## src/logic/cbc_pkg.sv

```systemverilog
// Shared constants and carrier types for the backplane bus cycle logic.
package cbc_pkg;

   // Clock and clock-state timing.
   localparam int unsigned CLK_MHZ   = 125;
   localparam int unsigned STATE_NS  = 500;
   localparam int unsigned STATE_CYC = (STATE_NS * CLK_MHZ) / 1000;
   localparam logic [5:0]  CNT_ZERO   = 6'h00;
   localparam logic [5:0]  CNT_ONE    = 6'h01;
   localparam logic [5:0]  STATE_LAST = 6'(STATE_CYC - 1);
   localparam logic [5:0]  PHI2_POS   = 6'(STATE_CYC / 2);

   // Opcodes that start the two supported cycles.
   localparam logic [7:0]  OP_INPUT = 8'hDB;
   localparam logic [7:0]  OP_STORE = 8'h32;

   // Machine cycle numbers of the supported cycles within their instruction.
   localparam logic [2:0]  MCYC_NONE   = 3'h0;
   localparam logic [2:0]  MCYC_INPUT  = 3'h3;
   localparam logic [2:0]  MCYC_MEMORY_WRITE_STROBE = 3'h4;

   // Status byte layout and values.
   localparam int unsigned ST_WO_N_BIT  = 1;
   localparam int unsigned ST_OUT_BIT   = 4;
   localparam int unsigned ST_INP_BIT   = 6;
   localparam logic [7:0]  STATUS_RESET  = 8'h02;
   localparam logic [7:0]  STATUS_INPUT  = 8'h42;
   localparam logic [7:0]  STATUS_MEMORY_WRITE_STROBE = 8'h00;

   // Reset values of the data paths.
   localparam logic [15:0] ADDR_RESET = 16'h0000;
   localparam logic [15:0] PC_RESET   = 16'h0000;
   localparam logic [15:0] PC_STEP    = 16'h0001;
   localparam logic [7:0]  BYTE_RESET = 8'h00;

   typedef enum logic [1:0] {ST_IDLE, ST_T1, ST_T2, ST_T3} cbc_fsm_type;
   typedef enum logic {KIND_INPUT, KIND_MEMORY_WRITE_STROBE} cbc_kind_type;

   typedef struct packed {
      logic        valid;
      logic [7:0]  opcode;
      logic [15:0] address;
      logic [7:0]  data;
   } cbc_cmd_type;

   typedef struct packed {
      logic [15:0] address_lines;
      logic [7:0]  data_out_lines;
      logic        data_out_oe;
      logic        bus_cycle_sync;
      logic        status_strobe_n;
      logic        input_cycle_status;
      logic        output_cycle_status;
      logic        write_output_status_n;
      logic        bus_read_strobe;
      logic        bus_write_strobe_n;
      logic        memory_write_strobe;
   } cbc_bus_type;

   typedef struct packed {
      logic chip_select_n;
      logic buffer_in_enable_n;
      logic cpu_data_in_enable;
      logic data_gate;
   } cbc_buf_type;

   typedef struct packed {
      logic [15:0] address;
      logic        input_indicator;
      logic        write_out_indicator;
   } cbc_panel_type;

   typedef struct packed {
      cbc_fsm_type   fsm;
      cbc_kind_type  kind;
      logic [15:0]   addr;
      logic [7:0]    wdata;
      logic [7:0]    pend_status;
      logic [7:0]    status;
      logic [7:0]    rdata;
      logic [15:0]   pc;
      logic [2:0]    mcycle;
      logic          ready;
      logic          cmd_taken;
      logic          done;
      cbc_bus_type   bus;
      cbc_buf_type   bufc;
      cbc_panel_type panel;
   } cbc_state_type;

endpackage

```

## src/logic/cbc_phase_gen.sv

```systemverilog
// Two-phase clock-state divider producing one enable pulse per phase.
`timescale 1ns/1ps
`default_nettype none
module cbc_phase_gen
   import cbc_pkg::*;
(
   // Clock and reset.
   input  wire logic i_mclk,
   input  wire logic i_rst_n,
   // Phase pulses.
   output var  logic o_phi1,
   output var  logic o_phi2
);

   typedef struct packed {
      logic [5:0] cnt;
      logic       phi1;
      logic       phi2;
   } cbc_pg_state_type;

   cbc_pg_state_type q;
   cbc_pg_state_type d;

   always_comb begin
      d      = q;
      d.cnt  = (q.cnt == STATE_LAST) ? CNT_ZERO : q.cnt + CNT_ONE;
      d.phi1 = (d.cnt == CNT_ZERO);
      d.phi2 = (d.cnt == PHI2_POS);
   end

   always_ff @(posedge i_mclk or negedge i_rst_n) begin
      if (!i_rst_n) begin
         q <= '{cnt: CNT_ZERO, phi1: 1'b0, phi2: 1'b0};
      end else begin
         q <= d;
      end
   end

   assign o_phi1 = q.phi1;
   assign o_phi2 = q.phi2;

endmodule
`default_nettype wire

```

## src/logic/cbc_bus_cycles.sv

```systemverilog
// Input read and memory write machine cycles of the processor card.
`timescale 1ns/1ps
`default_nettype none
// Operation
// - Program counter holds from operand read until the input read cycle completes.
// - Input read drives the device number on both address bytes.
// - Input read cycle spans two and a half clock states, ending at the third state's phase-two pulse.
// - Late first state: address and cycle sync driven; the status byte follows at second state start.
// - Status passes the buffers while chip select and in-enable are low.
// - Status strobe low at second state start latches the status byte.
// - Latched input-cycle status goes high for an input read.
// - Read strobe raised late second state; the card returns data in.
// - Inbound gate opens only with read strobe and panel gate both high.
// - Program counter increments in the same cycle as the input byte is stored.
// - Store-accumulator runs a memory write as its fourth machine cycle.
// - Memory write cycle spans three clock states of two phases each.
// - Write status: output-cycle status low for memory writes.
// - Write-output status driven low and shown inverted on the panel.
// - Third write state starts with the data byte on data out lines.
// - Write strobe goes low only after the write data has settled.
// - Memory write strobe high when write strobe low and output status low.
// - Input status and address are forwarded to the front panel.
// - Output-cycle status suppresses the memory write strobe.
module cbc_bus_cycles
   import cbc_pkg::*;
(
   // Clock and reset.
   input  wire logic          i_mclk,
   input  wire logic          i_rst_n,
   // Cycle request from the instruction sequencer.
   input  wire cbc_cmd_type   i_cmd,
   output var  logic          o_ready,
   output var  logic          o_cmd_taken,
   // Backplane pins.
   input  wire logic [7:0]    i_data_in_lines,
   input  wire logic          i_panel_data_gate,
   output var  cbc_bus_type   o_bus,
   // Bidirectional buffer control.
   output var  cbc_buf_type   o_buf,
   // Front panel display.
   output var  cbc_panel_type o_panel,
   // Processor side results.
   output var  logic [7:0]    o_read_data,
   output var  logic          o_done,
   output var  logic [15:0]   o_pc,
   output var  logic [2:0]    o_mcycle
);

   localparam cbc_state_type STATE_RESET = '{
      fsm:         ST_IDLE,
      kind:        KIND_INPUT,
      addr:        ADDR_RESET,
      wdata:       BYTE_RESET,
      pend_status: STATUS_RESET,
      status:      STATUS_RESET,
      rdata:       BYTE_RESET,
      pc:          PC_RESET,
      mcycle:      MCYC_NONE,
      ready:       1'b1,
      cmd_taken:   1'b0,
      done:        1'b0,
      bus:         '{address_lines: ADDR_RESET, data_out_lines: BYTE_RESET,
                     data_out_oe: 1'b0, bus_cycle_sync: 1'b0, status_strobe_n: 1'b1,
                     input_cycle_status: 1'b0, output_cycle_status: 1'b0,
                     write_output_status_n: 1'b1, bus_read_strobe: 1'b0,
                     bus_write_strobe_n: 1'b1, memory_write_strobe: 1'b0},
      bufc:        '{chip_select_n: 1'b1, buffer_in_enable_n: 1'b0,
                     cpu_data_in_enable: 1'b0, data_gate: 1'b0},
      panel:       '{address: ADDR_RESET, input_indicator: 1'b0,
                     write_out_indicator: 1'b0}
   };

   cbc_state_type q;
   cbc_state_type d;
   logic          phi1;
   logic          phi2;
   logic [8:0]    pins_s;
   logic [7:0]    din_s;
   logic          gate_s;

   cbc_phase_gen u_phase (
      .i_mclk  (i_mclk),
      .i_rst_n (i_rst_n),
      .o_phi1  (phi1),
      .o_phi2  (phi2)
   );

   // The panel gate and data lines arrive from other cards without a common clock.
   cbc_sync3 #(.W(9)) u_sync (
      .i_mclk  (i_mclk),
      .i_rst_n (i_rst_n),
      .i_async ({i_panel_data_gate, i_data_in_lines}),
      .o_sync  (pins_s)
   );

   assign din_s  = pins_s[7:0];
   assign gate_s = pins_s[8];

   always_comb begin
      d           = q;
      d.cmd_taken = 1'b0;
      d.done      = 1'b0;
      case (q.fsm)
         ST_IDLE: begin
            // Cycles start on a phase-one pulse so each state is a full phase pair.
            if (phi1 && i_cmd.valid) begin
               d.cmd_taken = 1'b1;
               if (i_cmd.opcode == OP_INPUT) begin
                  d.kind          = KIND_INPUT;
                  d.addr          = {i_cmd.address[7:0], i_cmd.address[7:0]};
                  d.pend_status   = STATUS_INPUT;
                  d.mcycle        = MCYC_INPUT;
                  d.fsm           = ST_T1;
                  d.bufc.chip_select_n = 1'b0;
               end else if (i_cmd.opcode == OP_STORE) begin
                  d.kind          = KIND_MEMORY_WRITE_STROBE;
                  d.addr          = i_cmd.address;
                  d.wdata         = i_cmd.data;
                  d.pend_status   = STATUS_MEMORY_WRITE_STROBE;
                  d.mcycle        = MCYC_MEMORY_WRITE_STROBE;
                  d.fsm           = ST_T1;
                  d.bufc.chip_select_n = 1'b0;
               end
            end
         end
         ST_T1: begin
            if (phi2) begin
               d.bus.address_lines      = q.addr;
               d.bus.bus_cycle_sync     = 1'b1;
               d.panel.address          = q.addr;
               d.bufc.buffer_in_enable_n = 1'b0;
            end else if (phi1) begin
               d.fsm                   = ST_T2;
               d.bus.status_strobe_n   = 1'b0;
               d.status                = q.pend_status;
               d.bus.input_cycle_status    = d.status[ST_INP_BIT];
               d.bus.output_cycle_status   = d.status[ST_OUT_BIT];
               d.bus.write_output_status_n = d.status[ST_WO_N_BIT];
               d.panel.input_indicator     = d.status[ST_INP_BIT];
               d.panel.write_out_indicator = ~d.status[ST_WO_N_BIT];
            end
         end
         ST_T2: begin
            if (phi2) begin
               d.bus.status_strobe_n = 1'b1;
               d.bus.bus_cycle_sync  = 1'b0;
               if (q.kind == KIND_INPUT) begin
                  d.bufc.cpu_data_in_enable = 1'b1;
                  d.bus.bus_read_strobe     = 1'b1;
                  d.bufc.buffer_in_enable_n = 1'b1;
               end
            end else if (phi1) begin
               d.fsm = ST_T3;
               if (q.kind == KIND_MEMORY_WRITE_STROBE) begin
                  d.bus.data_out_lines = q.wdata;
                  d.bus.data_out_oe    = 1'b1;
               end
            end
         end
         ST_T3: begin
            if (phi2) begin
               if (q.kind == KIND_INPUT) begin
                  // A closed panel gate leaves the old byte; the cycle still ends.
                  if (q.bufc.data_gate) begin
                     d.rdata = din_s;
                  end
                  d.bufc.cpu_data_in_enable = 1'b0;
                  d.bus.bus_read_strobe     = 1'b0;
                  d.bufc.buffer_in_enable_n = 1'b0;
                  d.bufc.chip_select_n      = 1'b1;
                  d.pc                      = q.pc + PC_STEP;
                  d.done                    = 1'b1;
                  d.fsm                     = ST_IDLE;
               end else begin
                  // Half a state after the data went out, so it has settled.
                  d.bus.bus_write_strobe_n = 1'b0;
               end
            end else if (phi1 && !q.bus.bus_write_strobe_n) begin
               d.bus.bus_write_strobe_n = 1'b1;
               d.bus.data_out_oe        = 1'b0;
               d.bufc.chip_select_n     = 1'b1;
               d.done                   = 1'b1;
               d.fsm                    = ST_IDLE;
            end
         end
         default: begin
            d.fsm = ST_IDLE;
         end
      endcase
      // The program counter is untouched anywhere else during a cycle.
      d.bufc.data_gate = d.bus.bus_read_strobe & gate_s;
      d.bus.memory_write_strobe = ~d.bus.bus_write_strobe_n
                                & ~d.bus.output_cycle_status;
      d.ready = (d.fsm == ST_IDLE);
      // Status fields change only at a strobe, so they stay valid afterwards.
   end

   always_ff @(posedge i_mclk or negedge i_rst_n) begin
      if (!i_rst_n) begin
         q <= STATE_RESET;
      end else begin
         q <= d;
      end
   end

   assign o_ready     = q.ready;
   assign o_cmd_taken = q.cmd_taken;
   assign o_bus       = q.bus;
   assign o_buf       = q.bufc;
   assign o_panel     = q.panel;
   assign o_read_data = q.rdata;
   assign o_done      = q.done;
   assign o_pc        = q.pc;
   assign o_mcycle    = q.mcycle;

endmodule
`default_nettype wire

```

## src/logic/cbc_sync3.sv

```systemverilog
// Three-stage input synchroniser that accepts a change once stages two and three agree.
`timescale 1ns/1ps
`default_nettype none
module cbc_sync3 #(
   parameter int unsigned W = 1
) (
   // Clock and reset.
   input  wire logic         i_mclk,
   input  wire logic         i_rst_n,
   // Asynchronous input and its settled copy.
   input  wire logic [W-1:0] i_async,
   output var  logic [W-1:0] o_sync
);

   typedef struct packed {
      logic [W-1:0] s1;
      logic [W-1:0] s2;
      logic [W-1:0] s3;
      logic [W-1:0] val;
   } cbc_sy_state_type;

   cbc_sy_state_type q;
   cbc_sy_state_type d;

   always_comb begin
      d    = q;
      d.s1 = i_async;
      d.s2 = q.s1;
      d.s3 = q.s2;
      // Stage one is never compared; only the two later stages vote.
      if (q.s2 == q.s3) begin
         d.val = q.s3;
      end
   end

   always_ff @(posedge i_mclk or negedge i_rst_n) begin
      if (!i_rst_n) begin
         q <= '0;
      end else begin
         q <= d;
      end
   end

   assign o_sync = q.val;

endmodule
`default_nettype wire

```

## config.mk

```make
export PLATFORM = sky130hd
export DESIGN_NAME = cbc_bus_cycles
export DESIGN_NICKNAME = d
export VERILOG_FILES = /design/src/logic/cbc_pkg.sv /design/src/logic/cbc_phase_gen.sv /design/src/logic/cbc_bus_cycles.sv /design/src/logic/cbc_sync3.sv
export SDC_FILE = /design/constraint.sdc
export NUM_CORES = 1
export LEC_CHECK = 0
export ABC_CLOCK_PERIOD_IN_PS = 2029
export BUFFER_PORTS_ARGS = -buffer_cell sky130_fd_sc_hd__buf_2
export CAP_MARGIN = 10
export CELL_PAD_IN_SITES_DETAIL_PLACEMENT = 1
export CELL_PAD_IN_SITES_GLOBAL_PLACEMENT = 1
export CORE_MARGIN = 3
export CORE_UTILIZATION = 39
export CTS_BUF_LIST = sky130_fd_sc_hd__clkbuf_16
export CTS_CLUSTER_SIZE = 16
export DETAILED_ROUTE_END_ITERATION = 10
export GPL_TIMING_DRIVEN = 0
export HOLD_SLACK_MARGIN = 0.12
export PLACE_DENSITY = 0.85
export SYNTH_ARGS = -nofsm -noshare
export SYNTH_HDL_FRONTEND = slang
export SYNTH_SLANG_ARGS = --single-unit
export TNS_END_PERCENT = 50
```

## constraint.sdc

```tcl
create_clock -name i_mclk -period 2.03 [get_ports i_mclk]
set_clock_uncertainty 0.05 [all_clocks]
set_input_delay 0.203 -clock i_mclk [delete_from_list [all_inputs] [get_ports i_mclk]]
set_output_delay 0.203 -clock i_mclk [all_outputs]
set_load 0.1 [all_outputs]
```

==> results.toml <==
[run_status]
status = "finished clean"

[sta]
grt_setup_unrepaired = "no"
setup-violations-final = 0
setup_ws_ns = 0.0815
hold_viol_final = 0
layout_worst_path_cycle_share = 0.960
finalMaxSlewViolations = 0
fmax_ghz = 0.513
relSlewSlack = 0.558
hold_ws_ns = 0.233
tightestPinTransition_ns = 0.654
fin_crit_ns = 1.95

[grt]
grt_pass1_vias = 4414
grt_pass1_wl_um = 22300
grtUsageTotal = 0.170
grt_overflow = 0
antenna_found_initial = 0
grt_max_degree = 96

[final_layout]
area.growth.synth_to_final_pct = 32.0
num_antenna_cells = 0
drive_above_1_share = 0.483
stdcell_area_mm2 = 0.00787
utilization = 0.533
layout_commonest_cell = "dfrtp_1"
fin_nets = 696
most-common-layout-cells = "dfrtp_1, buf_2, buf_4, mux2_2, dlygate4sd3_1"

[setup_path]
r2r_start = "q[127]"
worst_setup_path_start_kind = "register"
crit_start = "q[127]"
reg2reg_setup_slack_ns = 0.08
critPathArrivalTime_ns = 2.20
path_class = "reg2reg"
cp_max_fo = 9
critical_path_required_ns = 2.28
cp-end-kind = "register"

[floorplan]
fp.coreArea_mm2 = 0.0148
rows = 44
die_x_um = 130
io_pins = 129
die_area_mm2 = 0.0168
die_y_um = 130
initial_core_util = 0.404

[power]
p_total_mw = 5.94
vdd_drop_max_mv = 0.541
p_leak_nw = 4.17
pwr_density_cell_mw_per_mm2 = 755

[clocking]
cts_buffers = 17
htreeDepth = 4
cts_buffer_depth = 2
clkLatencyLatePin_ns = 0.42
cts_root_buf = "clkbuf_16"
cts_sinks = 139
clkTransAtPathRegs_ns = 0.07
cts_tree = "built"

[synthesis]
synthFlopType = "dfrtp_1"
synthesis.nets = 511
synth_top_cell_by_area = "dfrtp_1"
synth-edff-count = 0
ys_warn_count = 0
ys_ff_latch = 139
netlist_area_mm2 = 0.00596
synth_top_area_frac = 0.558
synth-seq-area-share = 0.585
synth.avg_cell_area_um2 = 13.0
synth_area_leaders = "dfrtp_1, buf_4, mux2_2"
yosysUniqueCellTypes = 48
synthCells = 460
synthArstFlopShare = 1.00

[detailed_routing]
drc = 0
drtIter0Drc = 120
via_count = 4026
dr.pass1.iters = 4
wl_um = 13600
drt-vias-per-instance = 4.78
ant_nets = 0
avgRoutedWirePerCell_um = 16.1

[placement]
numPortBuffers = 128
place_congestion = 0.719
preCtsSetupSlack_ns = -0.375
hpwl_um = 9250
placed_area_mm2 = 0.00687

[job]
maxCapViolations = 0

[worst_hold_path]
hold_path_class = "in2async"
==> worst max-delay path, cell delays in order, from the launching register on <==
cell	delay [ns]
dfrtp_2	0.45
inv_2	0.10
ha_4	0.17
and3_4	0.22
nand2_4	0.11
o21bai_4	0.22
buf_4	0.19
mux2_1	0.31
==> cells in the mapped netlist, types with 2 or more instances <==
library cell,n
a31oi_1,2
a22o_1,2
o21ai_0,11
nand2_1,19
xnor2_1,14
mux2_2,41
buf_2,7
ha_1,7
a22oi_1,8
xor2_1,12
and3_1,6
nand3_1,8
and4_1,3
dfstp_2,6
nor3_1,2
nor4_1,2
nand4_1,6
and2_1,3
nand2b_1,4
mux2_1,18
inv_1,8
nor2_1,11
a21o_1,2
o2bb2ai_1,7
and3b_1,2
a21oi_1,7
dfrtp_1,133
buf_4,84
nor2b_1,6
==> per-layer routing <==
metal / track usage / share of wire / vias up
met1: 0.196 / 0.41 / 2028
met5: 0 / 0 / -
met2: 0.304 / 0.53 / 97
li1: - / - / 1881
met4: 0.0581 / 0.017 / 0
met3: 0.0474 / 0.041 / 20
==> per-stage QoR <==
step | cells | TNS (ns)
global placement | 772 | -152.57
detailed placement | 773 | -7.49
global route | 842 | 0
floorplan | 460 | 0
CTS | 842 | 0
finish | 842 | 0
==> area by class of cell <==
class                      instances  area (µm²)
clock buffer                      17         425
tap                              184         230
sequential                       139        3490
buffer                            92         694
inverter                           8        30.0
clock inverter                    15         129
multi-input combinational        220        1820
fill                            1554        6890
timing repair buffer             167        1050
==> final timing paths <==
path / to / depth (start not counted)
setup / recovery: q[115] / 7
hold / removal: o_pc[9] / 2
setup reg to reg: q[115] / 7
hold reg to reg: u_sync.d[10] / 0
max in group asynchronous: o_panel[2] / 3
min in group i_mclk: u_sync.d[10] / 0
==> cell families after synthesis <==
kind of cell | Yosys count | share of synthesized area
AOI/OAI and AO/OA | 47 | 0.0544
and+or+nand+nor | 81 | 0.0773
buffers and inverters | 101 | 0.119
xor gates and xnor gates | 26 | 0.0382
adders and majority gates | 7 | 0.0147
DFF | 139 | 0.585
muxes | 59 | 0.111
==> power by group <==
part	internal [mW]	total, mW	switching (mW)	leakage, nW
clock network	1.61	2.91	1.30	0.266
registers	2.81	2.84	0.0226	1.82
logic	0.102	0.201	0.0984	2.08
total	4.52	5.94	1.42	4.17
==> state kept, by name, summed over array words and instances (netlist names), 8 cells and up <==
register and flops:
q 28, u_sync.d 18, o_bus 16, o_pc 16, u_sync.o_sync 9, o_panel 18
u_sync.q 9, o_read_data 8
==> what timing repair did <==
| item | in CTS | in global routing |
|---|---|---|
| resized for setup | 12 | 13 |
| endpoints found under the setup margin | 43 | 43 |
| pin swaps | 1 | 0 |
| setup buffers | 2 | 0 |
| hold buffers | 35 | 0 |
| gates cloned | 0 | 1 |
| endpoints found under the hold margin | 78 | 0 |
(Power assumes the default switching activity.)
